### config.mk
export PLATFORM = sky130hd
export DESIGN_NAME = sbs_tap_top
export DESIGN_NICKNAME = d
export VERILOG_FILES = /design/src/inc/sbs_pkg.sv /design/src/inc/sbs_tap_if.sv /design/src/design/sbs_sync.sv /design/src/design/sbs_tap_fsm.sv /design/src/design/sbs_tap_top.sv
export SDC_FILE = /design/constraint.sdc
export NUM_CORES = 1
export LEC_CHECK = 0
export ABC_AREA = 1
export BUFFER_PORTS_ARGS = -buffer_cell sky130_fd_sc_hd__buf_2
export CORE_MARGIN = 1
export CORE_UTILIZATION = 44
export DETAILED_ROUTE_END_ITERATION = 7
export GPL_TIMING_DRIVEN = 0
export PLACE_DENSITY = 0.73
export SYNTH_ARGS = -nofsm -noshare
export SYNTH_HDL_FRONTEND = slang
export SYNTH_SLANG_ARGS = --single-unit
### constraint.sdc
create_clock -name sys_clk_i -period 1.3 [get_ports sys_clk_i]
set_input_delay 0.065 -clock sys_clk_i [delete_from_list [all_inputs] [get_ports sys_clk_i]]
set_output_delay 0.065 -clock sys_clk_i [all_outputs]
set_load 0.01 [all_outputs]
### src/inc/sbs_pkg.sv
// Behaviour
// - Sample on TCK rise, launch on fall
// - Undriven TMS reads as one
// - Undriven TDI shifts in ones
// - TDO driven only while shifting, falls only
// - Five TMS-high rises reach Test-Logic-Reset
// - Power-up resets the TAP controller
// - Port inactive until TCK is applied
// - Registers shift on rise, output on fall
// - Exactly one register between TDI and TDO
// - Instruction register is three bits
// - Identification instruction loaded on reset
// - One-bit bypass register, one stage delay
// - Capture-DR samples pins into boundary chain
// - Unbonded boundary cells always capture one
// - Boundary chain only for three instructions
// - Identification code captured, shifted in Shift-DR
// - Identification shifts out bit zero first
// - Capture-IR loads 01 into low bits
// - Shift-IR shifts instruction in, captured bits out
// - New instruction acts only at Update-IR
// - Held instruction acts in idle, DR states
// - Instruction codes 000,001,010,100,111
// - Reserved codes behave as bypass
// - Sample-floated floats memory outputs
package sbs_pkg;

  localparam int IR_W = 3;
  localparam int ID_W = 32;
  localparam int PIN_W = 16;
  localparam int PAD_W = 4;
  localparam int BSR_W = PIN_W + PAD_W;
  localparam int LINK_W = 3;

  typedef logic [IR_W-1:0] sbs_ir_t;

  // Instruction codes, MSB first
  localparam sbs_ir_t INS_EXTEST = 3'h0;
  localparam sbs_ir_t INS_IDCODE = 3'h1;
  localparam sbs_ir_t INS_SAMPLE_Z = 3'h2;
  localparam sbs_ir_t INS_PRELOAD = 3'h4;
  localparam sbs_ir_t INS_BYPASS = 3'h7;

  // Low instruction bits seen on every capture
  localparam logic [1:0] IR_CAPTURE = 2'h1;
  localparam sbs_ir_t IR_RST = INS_IDCODE;

  // Identification code, value is arbitrary
  localparam logic [ID_W-1:0] ID_CODE = 32'h0A5C_3001;

  // Level captured by cells with no pin behind them
  localparam logic PAD_VALUE = 1'h1;

  // Synchroniser reset levels, order {tdi, tms, tck}
  localparam logic [LINK_W-1:0] LINK_RST = 3'h6;
  localparam logic [PIN_W-1:0] PIN_RST = 16'h0000;

  // TMS-high rising edges that always reach reset
  localparam int TLR_TMS_ONES = 5;

  typedef enum logic [3:0] {
    ST_TLR, ST_RTI,
    ST_SEL_DR, ST_CAP_DR, ST_SH_DR, ST_EX1_DR, ST_PAU_DR, ST_EX2_DR, ST_UPD_DR,
    ST_SEL_IR, ST_CAP_IR, ST_SH_IR, ST_EX1_IR, ST_PAU_IR, ST_EX2_IR, ST_UPD_IR
  } sbs_tap_e;

endpackage

### src/inc/sbs_tap_if.sv
`timescale 1ns/1ns
// Carries the sampled TCK edge and TMS to the controller, state back
interface sbs_tap_if;
  import sbs_pkg::*;
  logic tck_rise;
  logic tms;
  sbs_tap_e state;
  modport core (output tck_rise, output tms, input state);
  modport fsm (input tck_rise, input tms, output state);
endinterface

### src/design/sbs_sync.sv
`timescale 1ns/1ns
// Three-stage synchroniser; a level counts once stages two and three agree
module sbs_sync #(
  parameter int W = 1,
  parameter logic [W-1:0] RST = '0
) (
  input wire logic sys_clk_i, // System clock
  input wire logic sys_rst_i, // Synchronous reset, high
  input wire logic [W-1:0] d_i, // Asynchronous levels
  output logic [W-1:0] q_o // Filtered levels
);
  typedef struct packed {
    logic [W-1:0] s1;
    logic [W-1:0] s2;
    logic [W-1:0] s3;
    logic [W-1:0] q;
  } sbs_sync_s;

  sbs_sync_s r;
  sbs_sync_s next_r;
  logic [W-1:0] agree_q;

  // Stage one feeds only stage two, so no gate sees a metastable level
  for (genvar i = 0; i < W; i++) begin : g_bit
    assign agree_q[i] = (r.s2[i] == r.s3[i]) ? r.s3[i] : r.q[i];
  end

  // Shift the chain and hold the filtered level
  always_comb begin
    next_r = r;
    next_r.s1 = d_i;
    next_r.s2 = r.s1;
    next_r.s3 = r.s2;
    next_r.q = agree_q;
  end

  always_ff @(posedge sys_clk_i) begin
    if (sys_rst_i) begin
      r <= '{s1: RST, s2: RST, s3: RST, q: RST};
    end else begin
      r <= next_r;
    end
  end

  assign q_o = r.q;
endmodule

### src/design/sbs_tap_fsm.sv
`timescale 1ns/1ns
// Sixteen-state TAP controller, stepped on each sampled TCK rise
module sbs_tap_fsm (
  input wire logic sys_clk_i, // System clock
  input wire logic sys_rst_i, // Synchronous reset, high
  sbs_tap_if.fsm tap // Edge and TMS in, state out
);
  import sbs_pkg::*;

  typedef struct packed {
    sbs_tap_e state;
  } sbs_fsm_s;

  sbs_fsm_s r;
  sbs_fsm_s next_r;

  // TMS picks every transition; five ones reach reset from anywhere
  always_comb begin
    next_r = r;
    if (tap.tck_rise) begin
      case (r.state)
        ST_TLR: next_r.state = tap.tms ? ST_TLR : ST_RTI;
        ST_RTI: next_r.state = tap.tms ? ST_SEL_DR : ST_RTI;
        ST_SEL_DR: next_r.state = tap.tms ? ST_SEL_IR : ST_CAP_DR;
        ST_CAP_DR: next_r.state = tap.tms ? ST_EX1_DR : ST_SH_DR;
        ST_SH_DR: next_r.state = tap.tms ? ST_EX1_DR : ST_SH_DR;
        ST_EX1_DR: next_r.state = tap.tms ? ST_UPD_DR : ST_PAU_DR;
        ST_PAU_DR: next_r.state = tap.tms ? ST_EX2_DR : ST_PAU_DR;
        ST_EX2_DR: next_r.state = tap.tms ? ST_UPD_DR : ST_SH_DR;
        ST_UPD_DR: next_r.state = tap.tms ? ST_SEL_DR : ST_RTI;
        ST_SEL_IR: next_r.state = tap.tms ? ST_TLR : ST_CAP_IR;
        ST_CAP_IR: next_r.state = tap.tms ? ST_EX1_IR : ST_SH_IR;
        ST_SH_IR: next_r.state = tap.tms ? ST_EX1_IR : ST_SH_IR;
        ST_EX1_IR: next_r.state = tap.tms ? ST_UPD_IR : ST_PAU_IR;
        ST_PAU_IR: next_r.state = tap.tms ? ST_EX2_IR : ST_PAU_IR;
        ST_EX2_IR: next_r.state = tap.tms ? ST_UPD_IR : ST_SH_IR;
        ST_UPD_IR: next_r.state = tap.tms ? ST_SEL_DR : ST_RTI;
        default: next_r.state = ST_TLR;
      endcase
    end
  end

  // Power-up reset puts the controller in Test-Logic-Reset
  always_ff @(posedge sys_clk_i) begin
    if (sys_rst_i) begin
      r.state <= ST_TLR;
    end else begin
      r <= next_r;
    end
  end

  assign tap.state = r.state;
endmodule

### src/design/sbs_tap_top.sv
`timescale 1ns/1ns
// Boundary-scan test port: TAP, instruction, bypass, ID and boundary chain
module sbs_tap_top (
  input wire logic sys_clk_i, // System clock, 25 MHz
  input wire logic sys_rst_i, // Power-up reset, synchronous, high
  input wire logic tck_i, // Test clock pin
  input wire logic tms_i, // Test mode select pin
  input wire logic tms_drv_i, // High while someone drives TMS
  input wire logic tdi_i, // Test data in pin
  input wire logic tdi_drv_i, // High while someone drives TDI
  output logic tdo_o, // Test data out
  output logic tdo_oe_o, // TDO output enable, high drives
  input wire logic [sbs_pkg::PIN_W-1:0] pin_i, // Memory pin levels
  output logic mem_float_o, // Force memory outputs high-Z
  output logic extest_o, // Memory outputs take boundary data
  output logic [sbs_pkg::PIN_W-1:0] extest_data_o // Boundary drive data
);
  import sbs_pkg::*;

  typedef struct packed {
    logic tck_q;
    sbs_ir_t ir;
    sbs_ir_t ir_sh;
    logic byp;
    logic [ID_W-1:0] idr;
    logic [BSR_W-1:0] bsr;
    logic [PIN_W-1:0] upd;
    logic tdo;
    logic tdo_oe;
  } sbs_core_s;

  sbs_core_s r;
  sbs_core_s next_r;
  sbs_tap_if tap ();
  logic [LINK_W-1:0] link_raw;
  logic [LINK_W-1:0] link_q;
  logic [PIN_W-1:0] pin_q;
  logic tck_f;
  logic tms_f;
  logic tdi_f;
  logic rise;
  logic fall;
  logic sel_bsr;
  logic sel_id;
  logic shifting;
  logic sel_bit;

  // A floating pin is taken as high, as the pad pull-up would make it
  assign link_raw[2] = tdi_drv_i ? tdi_i : 1'h1;
  assign link_raw[1] = tms_drv_i ? tms_i : 1'h1;
  assign link_raw[0] = tck_i;

  sbs_sync #(.W(LINK_W), .RST(LINK_RST)) u_link_sync (
    .sys_clk_i(sys_clk_i),
    .sys_rst_i(sys_rst_i),
    .d_i(link_raw),
    .q_o(link_q)
  );

  // Memory pins run on their own clock; samples may be unstable if moving
  sbs_sync #(.W(PIN_W), .RST(PIN_RST)) u_pin_sync (
    .sys_clk_i(sys_clk_i),
    .sys_rst_i(sys_rst_i),
    .d_i(pin_i),
    .q_o(pin_q)
  );

  assign tdi_f = link_q[2];
  assign tms_f = link_q[1];
  assign tck_f = link_q[0];

  // TCK edges; nothing moves until TCK really toggles
  assign rise = tck_f & ~r.tck_q;
  assign fall = ~tck_f & r.tck_q;

  assign tap.tck_rise = rise;
  assign tap.tms = tms_f;

  sbs_tap_fsm u_fsm (
    .sys_clk_i(sys_clk_i),
    .sys_rst_i(sys_rst_i),
    .tap(tap)
  );

  // Data register choice; every other code falls to bypass
  always_comb begin
    sel_bsr = 1'h0;
    sel_id = 1'h0;
    case (r.ir)
      INS_EXTEST, INS_SAMPLE_Z, INS_PRELOAD: sel_bsr = 1'h1;
      INS_IDCODE: sel_id = 1'h1;
      default: sel_bsr = 1'h0;
    endcase
  end

  // Exactly one register feeds TDO, chosen by state and instruction
  always_comb begin
    shifting = 1'h0;
    sel_bit = r.byp;
    case (tap.state)
      ST_SH_IR: begin
        shifting = 1'h1;
        sel_bit = r.ir_sh[0];
      end
      ST_SH_DR: begin
        shifting = 1'h1;
        if (sel_bsr) begin
          sel_bit = r.bsr[0];
        end else if (sel_id) begin
          sel_bit = r.idr[0];
        end else begin
          sel_bit = r.byp;
        end
      end
      default: shifting = 1'h0;
    endcase
  end

  // Capture and shift on the rise, launch and update on the fall
  always_comb begin
    next_r = r;
    next_r.tck_q = tck_f;
    if (rise) begin
      case (tap.state)
        ST_CAP_IR: next_r.ir_sh = {r.ir[IR_W-1:2], IR_CAPTURE};
        ST_SH_IR: next_r.ir_sh = {tdi_f, r.ir_sh[IR_W-1:1]};
        ST_CAP_DR: begin
          next_r.byp = 1'h0;
          if (sel_id) begin
            next_r.idr = ID_CODE;
          end
          if (sel_bsr) begin
            next_r.bsr = {{PAD_W{PAD_VALUE}}, pin_q};
          end
        end
        ST_SH_DR: begin
          if (sel_bsr) begin
            next_r.bsr = {tdi_f, r.bsr[BSR_W-1:1]};
          end else if (sel_id) begin
            next_r.idr = {tdi_f, r.idr[ID_W-1:1]};
          end else begin
            next_r.byp = tdi_f;
          end
        end
        default: next_r.byp = r.byp;
      endcase
    end
    if (fall) begin
      next_r.tdo_oe = shifting;
      if (shifting) begin
        next_r.tdo = sel_bit;
      end
      if (tap.state == ST_UPD_IR) begin
        next_r.ir = r.ir_sh;
      end
      if (tap.state == ST_UPD_DR && sel_bsr) begin
        next_r.upd = r.bsr[PIN_W-1:0];
      end
    end
    // Reset state holds the default instruction every cycle
    if (tap.state == ST_TLR) begin
      next_r.ir = IR_RST;
      next_r.ir_sh = IR_RST;
    end
  end

  always_ff @(posedge sys_clk_i) begin
    if (sys_rst_i) begin
      r <= '{tck_q: 1'h0, ir: IR_RST, ir_sh: IR_RST, byp: 1'h0,
             idr: '0, bsr: '0, upd: '0, tdo: 1'h0, tdo_oe: 1'h0};
    end else begin
      r <= next_r;
    end
  end

  // Held instruction steers the memory pins; it changes only at Update-IR or in Test-Logic-Reset
  assign mem_float_o = (r.ir == INS_SAMPLE_Z);
  assign extest_o = (r.ir == INS_EXTEST);
  assign extest_data_o = r.upd;
  assign tdo_o = r.tdo;
  assign tdo_oe_o = r.tdo_oe;
endmodule

==> run_results.csv <==
group,metric,value,unit
placed_design,routabilityCongestion,0.793,
cts,cts_buffers,17,
sta,rsz0062_at_grt,"true",
logic_synthesis,syn_area_per_cell,8.25,um^2
route,wl_met3,542,um
finish,num_antenna_cells,0,
worst_setup_path,slowest_delay,0.38,ns
worst_setup_path,timing.rr.end,"r[67]",
sta,slew-limit-headroom,0.509,
worst_setup_path,crit_cells,8,
logic_synthesis,synth_most_common_cell,"dfxtp_1",
route,drt-total-wl,12900,um
grt,grt_max_degree,17,
sta,setup_viol,71,
sta,fin_crit,1.43,ns
worst_setup_path,path_buf_inv,3,
power_and_ir_drop,sequentialPowerShare,0.482,
cts,htreeDepth,4,
cts,ctsLongestPathBuffers,2,
cts,clkTransAtPathRegs,0.07,ns
sta,setup_ws,-0.131,ns
route,ant_nets,0,
logic_synthesis,synth_edf_count,0,
sta,whs,0.0642,ns
worst_setup_path,path_class,"reg -> reg",
route,vias,4930,
power_and_ir_drop,powerDensity,1270,mW/mm^2
outcome,outcome,"finished with violations",
worst_setup_path,rr_startpoint,"u_fsm.tap.state[1]",
finish,fin_nets,863,
grt,grt_pass1_vias,4625,
placed_design,place_area,0.00649,mm^2
cts,cts_tree,"done",
finish,drive_gt1_frac,0.343,
route,wirelength_met1,5880,um
finish,fillCellCount,1058,
power_and_ir_drop,p_switching,2290,uW
cts,clock_sinks,158,
worst_setup_path,end_kind,"flip-flop",
sta,worst_pin_slew,0.737,ns
logic_synthesis,ys_ff_latch,158,
power_and_ir_drop,switching_share,0.224,
grt,grt_overflow,0,
finish,area_delta_synth_final,33.4,%
placed_design,dp_slack,-0.230,ns
worst_setup_path,cp-start-kind,"flip-flop",
finish,fin_area,0.00802,mm^2
logic_synthesis,synth_top_cell_area_share,0.526,
worst_setup_path,crit_family,"simple AND/OR/NAND/NOR gates",
logic_synthesis,yosys.area.top_type,"dfxtp_1",
power_and_ir_drop,p_leak,0.00315,uW
route,drt_iter0_markers,275,
sta,timing.final.max_slew_violations,0,
grt,antenna_found_initial,0,
worst_setup_path,cp_max_fo,10,
floorplan,row_count,42,
placed_design,io_buffers,41,
floorplan,io_pins,43,
floorplan,fp.dieArea,0.0141,mm^2
worst_setup_path,crit_required,1.65,ns
floorplan,die_w,119,um
route,top_layer,"met4",
logic_synthesis,synth_flop_cell,"dfxtp_1",
logic_synthesis,ys_seq_area_frac,0.526,
grt,globalRouteTotalUtil,0.188,
sta,hold_viol_final,0,
logic_synthesis,syn_nets,751,
floorplan,start_util,0.452,
logic_synthesis,synth_cell_types,37,
worst_setup_path,r2r_slack,-0.13,ns
sta,tns,-5.20,ns
logic_synthesis,synth_area,0.00601,mm^2
route,drc,0,
route,wl_per_cell,12.6,um
logic_synthesis,synth_common_cells,"158 x dfxtp_1, 93 x inv_1, 92 x nor2_1, 86 x o21ai_0, 77 x a21oi_1",
worst_setup_path,r2r_cells,8,
logic_synthesis,async_flop_share,0,
grt,grt_pass1_wl,21100,um
power_and_ir_drop,ir_worst_vdd,0.986,mV
min_path,hp-class,"in -> reg",
logic_synthesis,synthCells,728,
sta,fin_crit_sh,1.10,
floorplan,core,0.0133,mm^2
sta,skew,0.00921,ns
power_and_ir_drop,power.internal,7920,uW
worst_setup_path,worstSetupEndpoint,"r[67]",
sta,fmax,699,MHz
route,viasPerCell,4.79,
route,dr.pass1.iters,5,
worst_setup_path,critPathArrivalTime,1.78,ns
worst_setup_path,slowest_stage,"dfxtp_4",
placed_design,hpwl,7880,um
cts,cts-root-buf,"clkbuf_16",
outcome,violations,"negative setup slack",
logic_synthesis,synth_warnings,0,
logic_synthesis,yosys-top-cells-area,"dfxtp_1 53%, o21ai_0 7.2%, a21oi_1 6.4%, inv_1 5.8%, nor2_1 5.7%",
worst_setup_path,worstSetupStartpoint,"u_fsm.tap.state[1]",
floorplan,fp.dieH,119,um
power_and_ir_drop,p_comb_frac,0.028,
cts,clkLatencyLatePin,0.42,ns
worst_setup_path,path_cells,"inv_4 > nand2_8 > nor2_8 > nand4_4 > clkinv_4 > buf_12 > nand2_2 > a21oi_2",
route,met2_length,6250,um
job,drv_cap,0,
power_and_ir_drop,p_clk_frac,0.490,
## stage by stage
stage,instances,util,total power [uW]
finish,1029,0.603,10200
global route,1029,0.603,10500
CTS,1024,0.581,10300
detailed placement,945,0.488,5270
global placement,945,0.488,5270
floorplan,728,-,5190
## logic make-up after synthesis
| kind of cell | after synthesis | share of synthesized area |
|---|---|---|
| compound gates | 196 | 0.182 |
| buf+inv | 152 | 0.115 |
| flops | 158 | 0.526 |
| simple gates | 222 | 0.176 |
## worst min-delay path by stage
stage | depth (start not counted) | from | slack [ns] | endpoint
finish | 2 | sys_rst_i | 0.06 | u_link_sync.r[3]
global route | 2 | sys_rst_i | 0.08 | u_link_sync.r[3]
CTS | 2 | sys_rst_i | 0.05 | u_link_sync.r[3]
detailed placement | 2 | tdi_i | 0.26 | u_link_sync.next_r[8]
global placement | 2 | tms_i | 0.26 | u_link_sync.next_r[7]
floorplan | 1 | tms_drv_i | 0.15 | u_link_sync.next_r[7]
## timing repair
| action | 4_1_cts | 5_1_grt |
|---|---|---|
| gates cloned | 6 | 3 |
| endpoints found under the setup margin | 75 | 82 |
| hold buffers | 21 | 0 |
| setup buffers | 20 | 5 |
| gates resized for setup | 102 | 85 |
| hold endpoints to repair | 19 | 0 |
| pin swaps | 23 | 17 |
## layout make-up
class                      count  area, um^2  share of cell area
inverter                     104         420              0.0524
multi-input combinational    420        2530               0.315
clock buffer                  18         429              0.0535
buffer                        46         348              0.0434
sequential                   158        3190               0.398
tap                          176         220              0.0275
timing repair buffer          93         704              0.0879
clock inverter                14         176              0.0220
## placed cells by master, fill, tap and decap left out, drive strengths merged, types with 3 or more instances in the layout
cell type / n
a211oi: 3
o21ai: 90
or2: 4
inv: 108
nand2: 100
clkinvlp: 3
nand3: 12
nor3: 7
nor2: 96
a21oi: 99
dlygate4sd3: 21
buf: 105
nand4: 3
clkinv: 5
dfxtp: 158
clkbuf: 31
## routing by layer
| metal | track usage | vias to the layer above |
|---|---|---|
| met4 | 0.0886 | 0 |
| met5 | 0 | - |
| li1 | - | 2535 |
| met2 | 0.303 | 121 |
| met1 | 0.237 | 2250 |
| met3 | 0.0450 | 24 |
## power by group through the flow
stage / clock [uW] / combinational, uW / sequential (uW)
finish: 5010 / 285 / 4930
global route: 5280 / 325 / 4930
CTS: 5080 / 283 / 4940
detailed placement: 0 / 222 / 5050
global placement: 0 / 220 / 5050
floorplan: 0 / 147 / 5040
## state kept, by name (all words and copies together), names as in the netlist
signal	cells
extest_data_o	16
tdo_o	1
u_pin_sync.q_o	16
u_link_sync.r	3
u_fsm.tap.state	4
u_pin_sync.next_r	32
u_pin_sync.r	16
tdo_oe_o	1
u_link_sync.next_r	6
u_link_sync.q_o	3
r	60
Power figures use the tool's default switching activity.
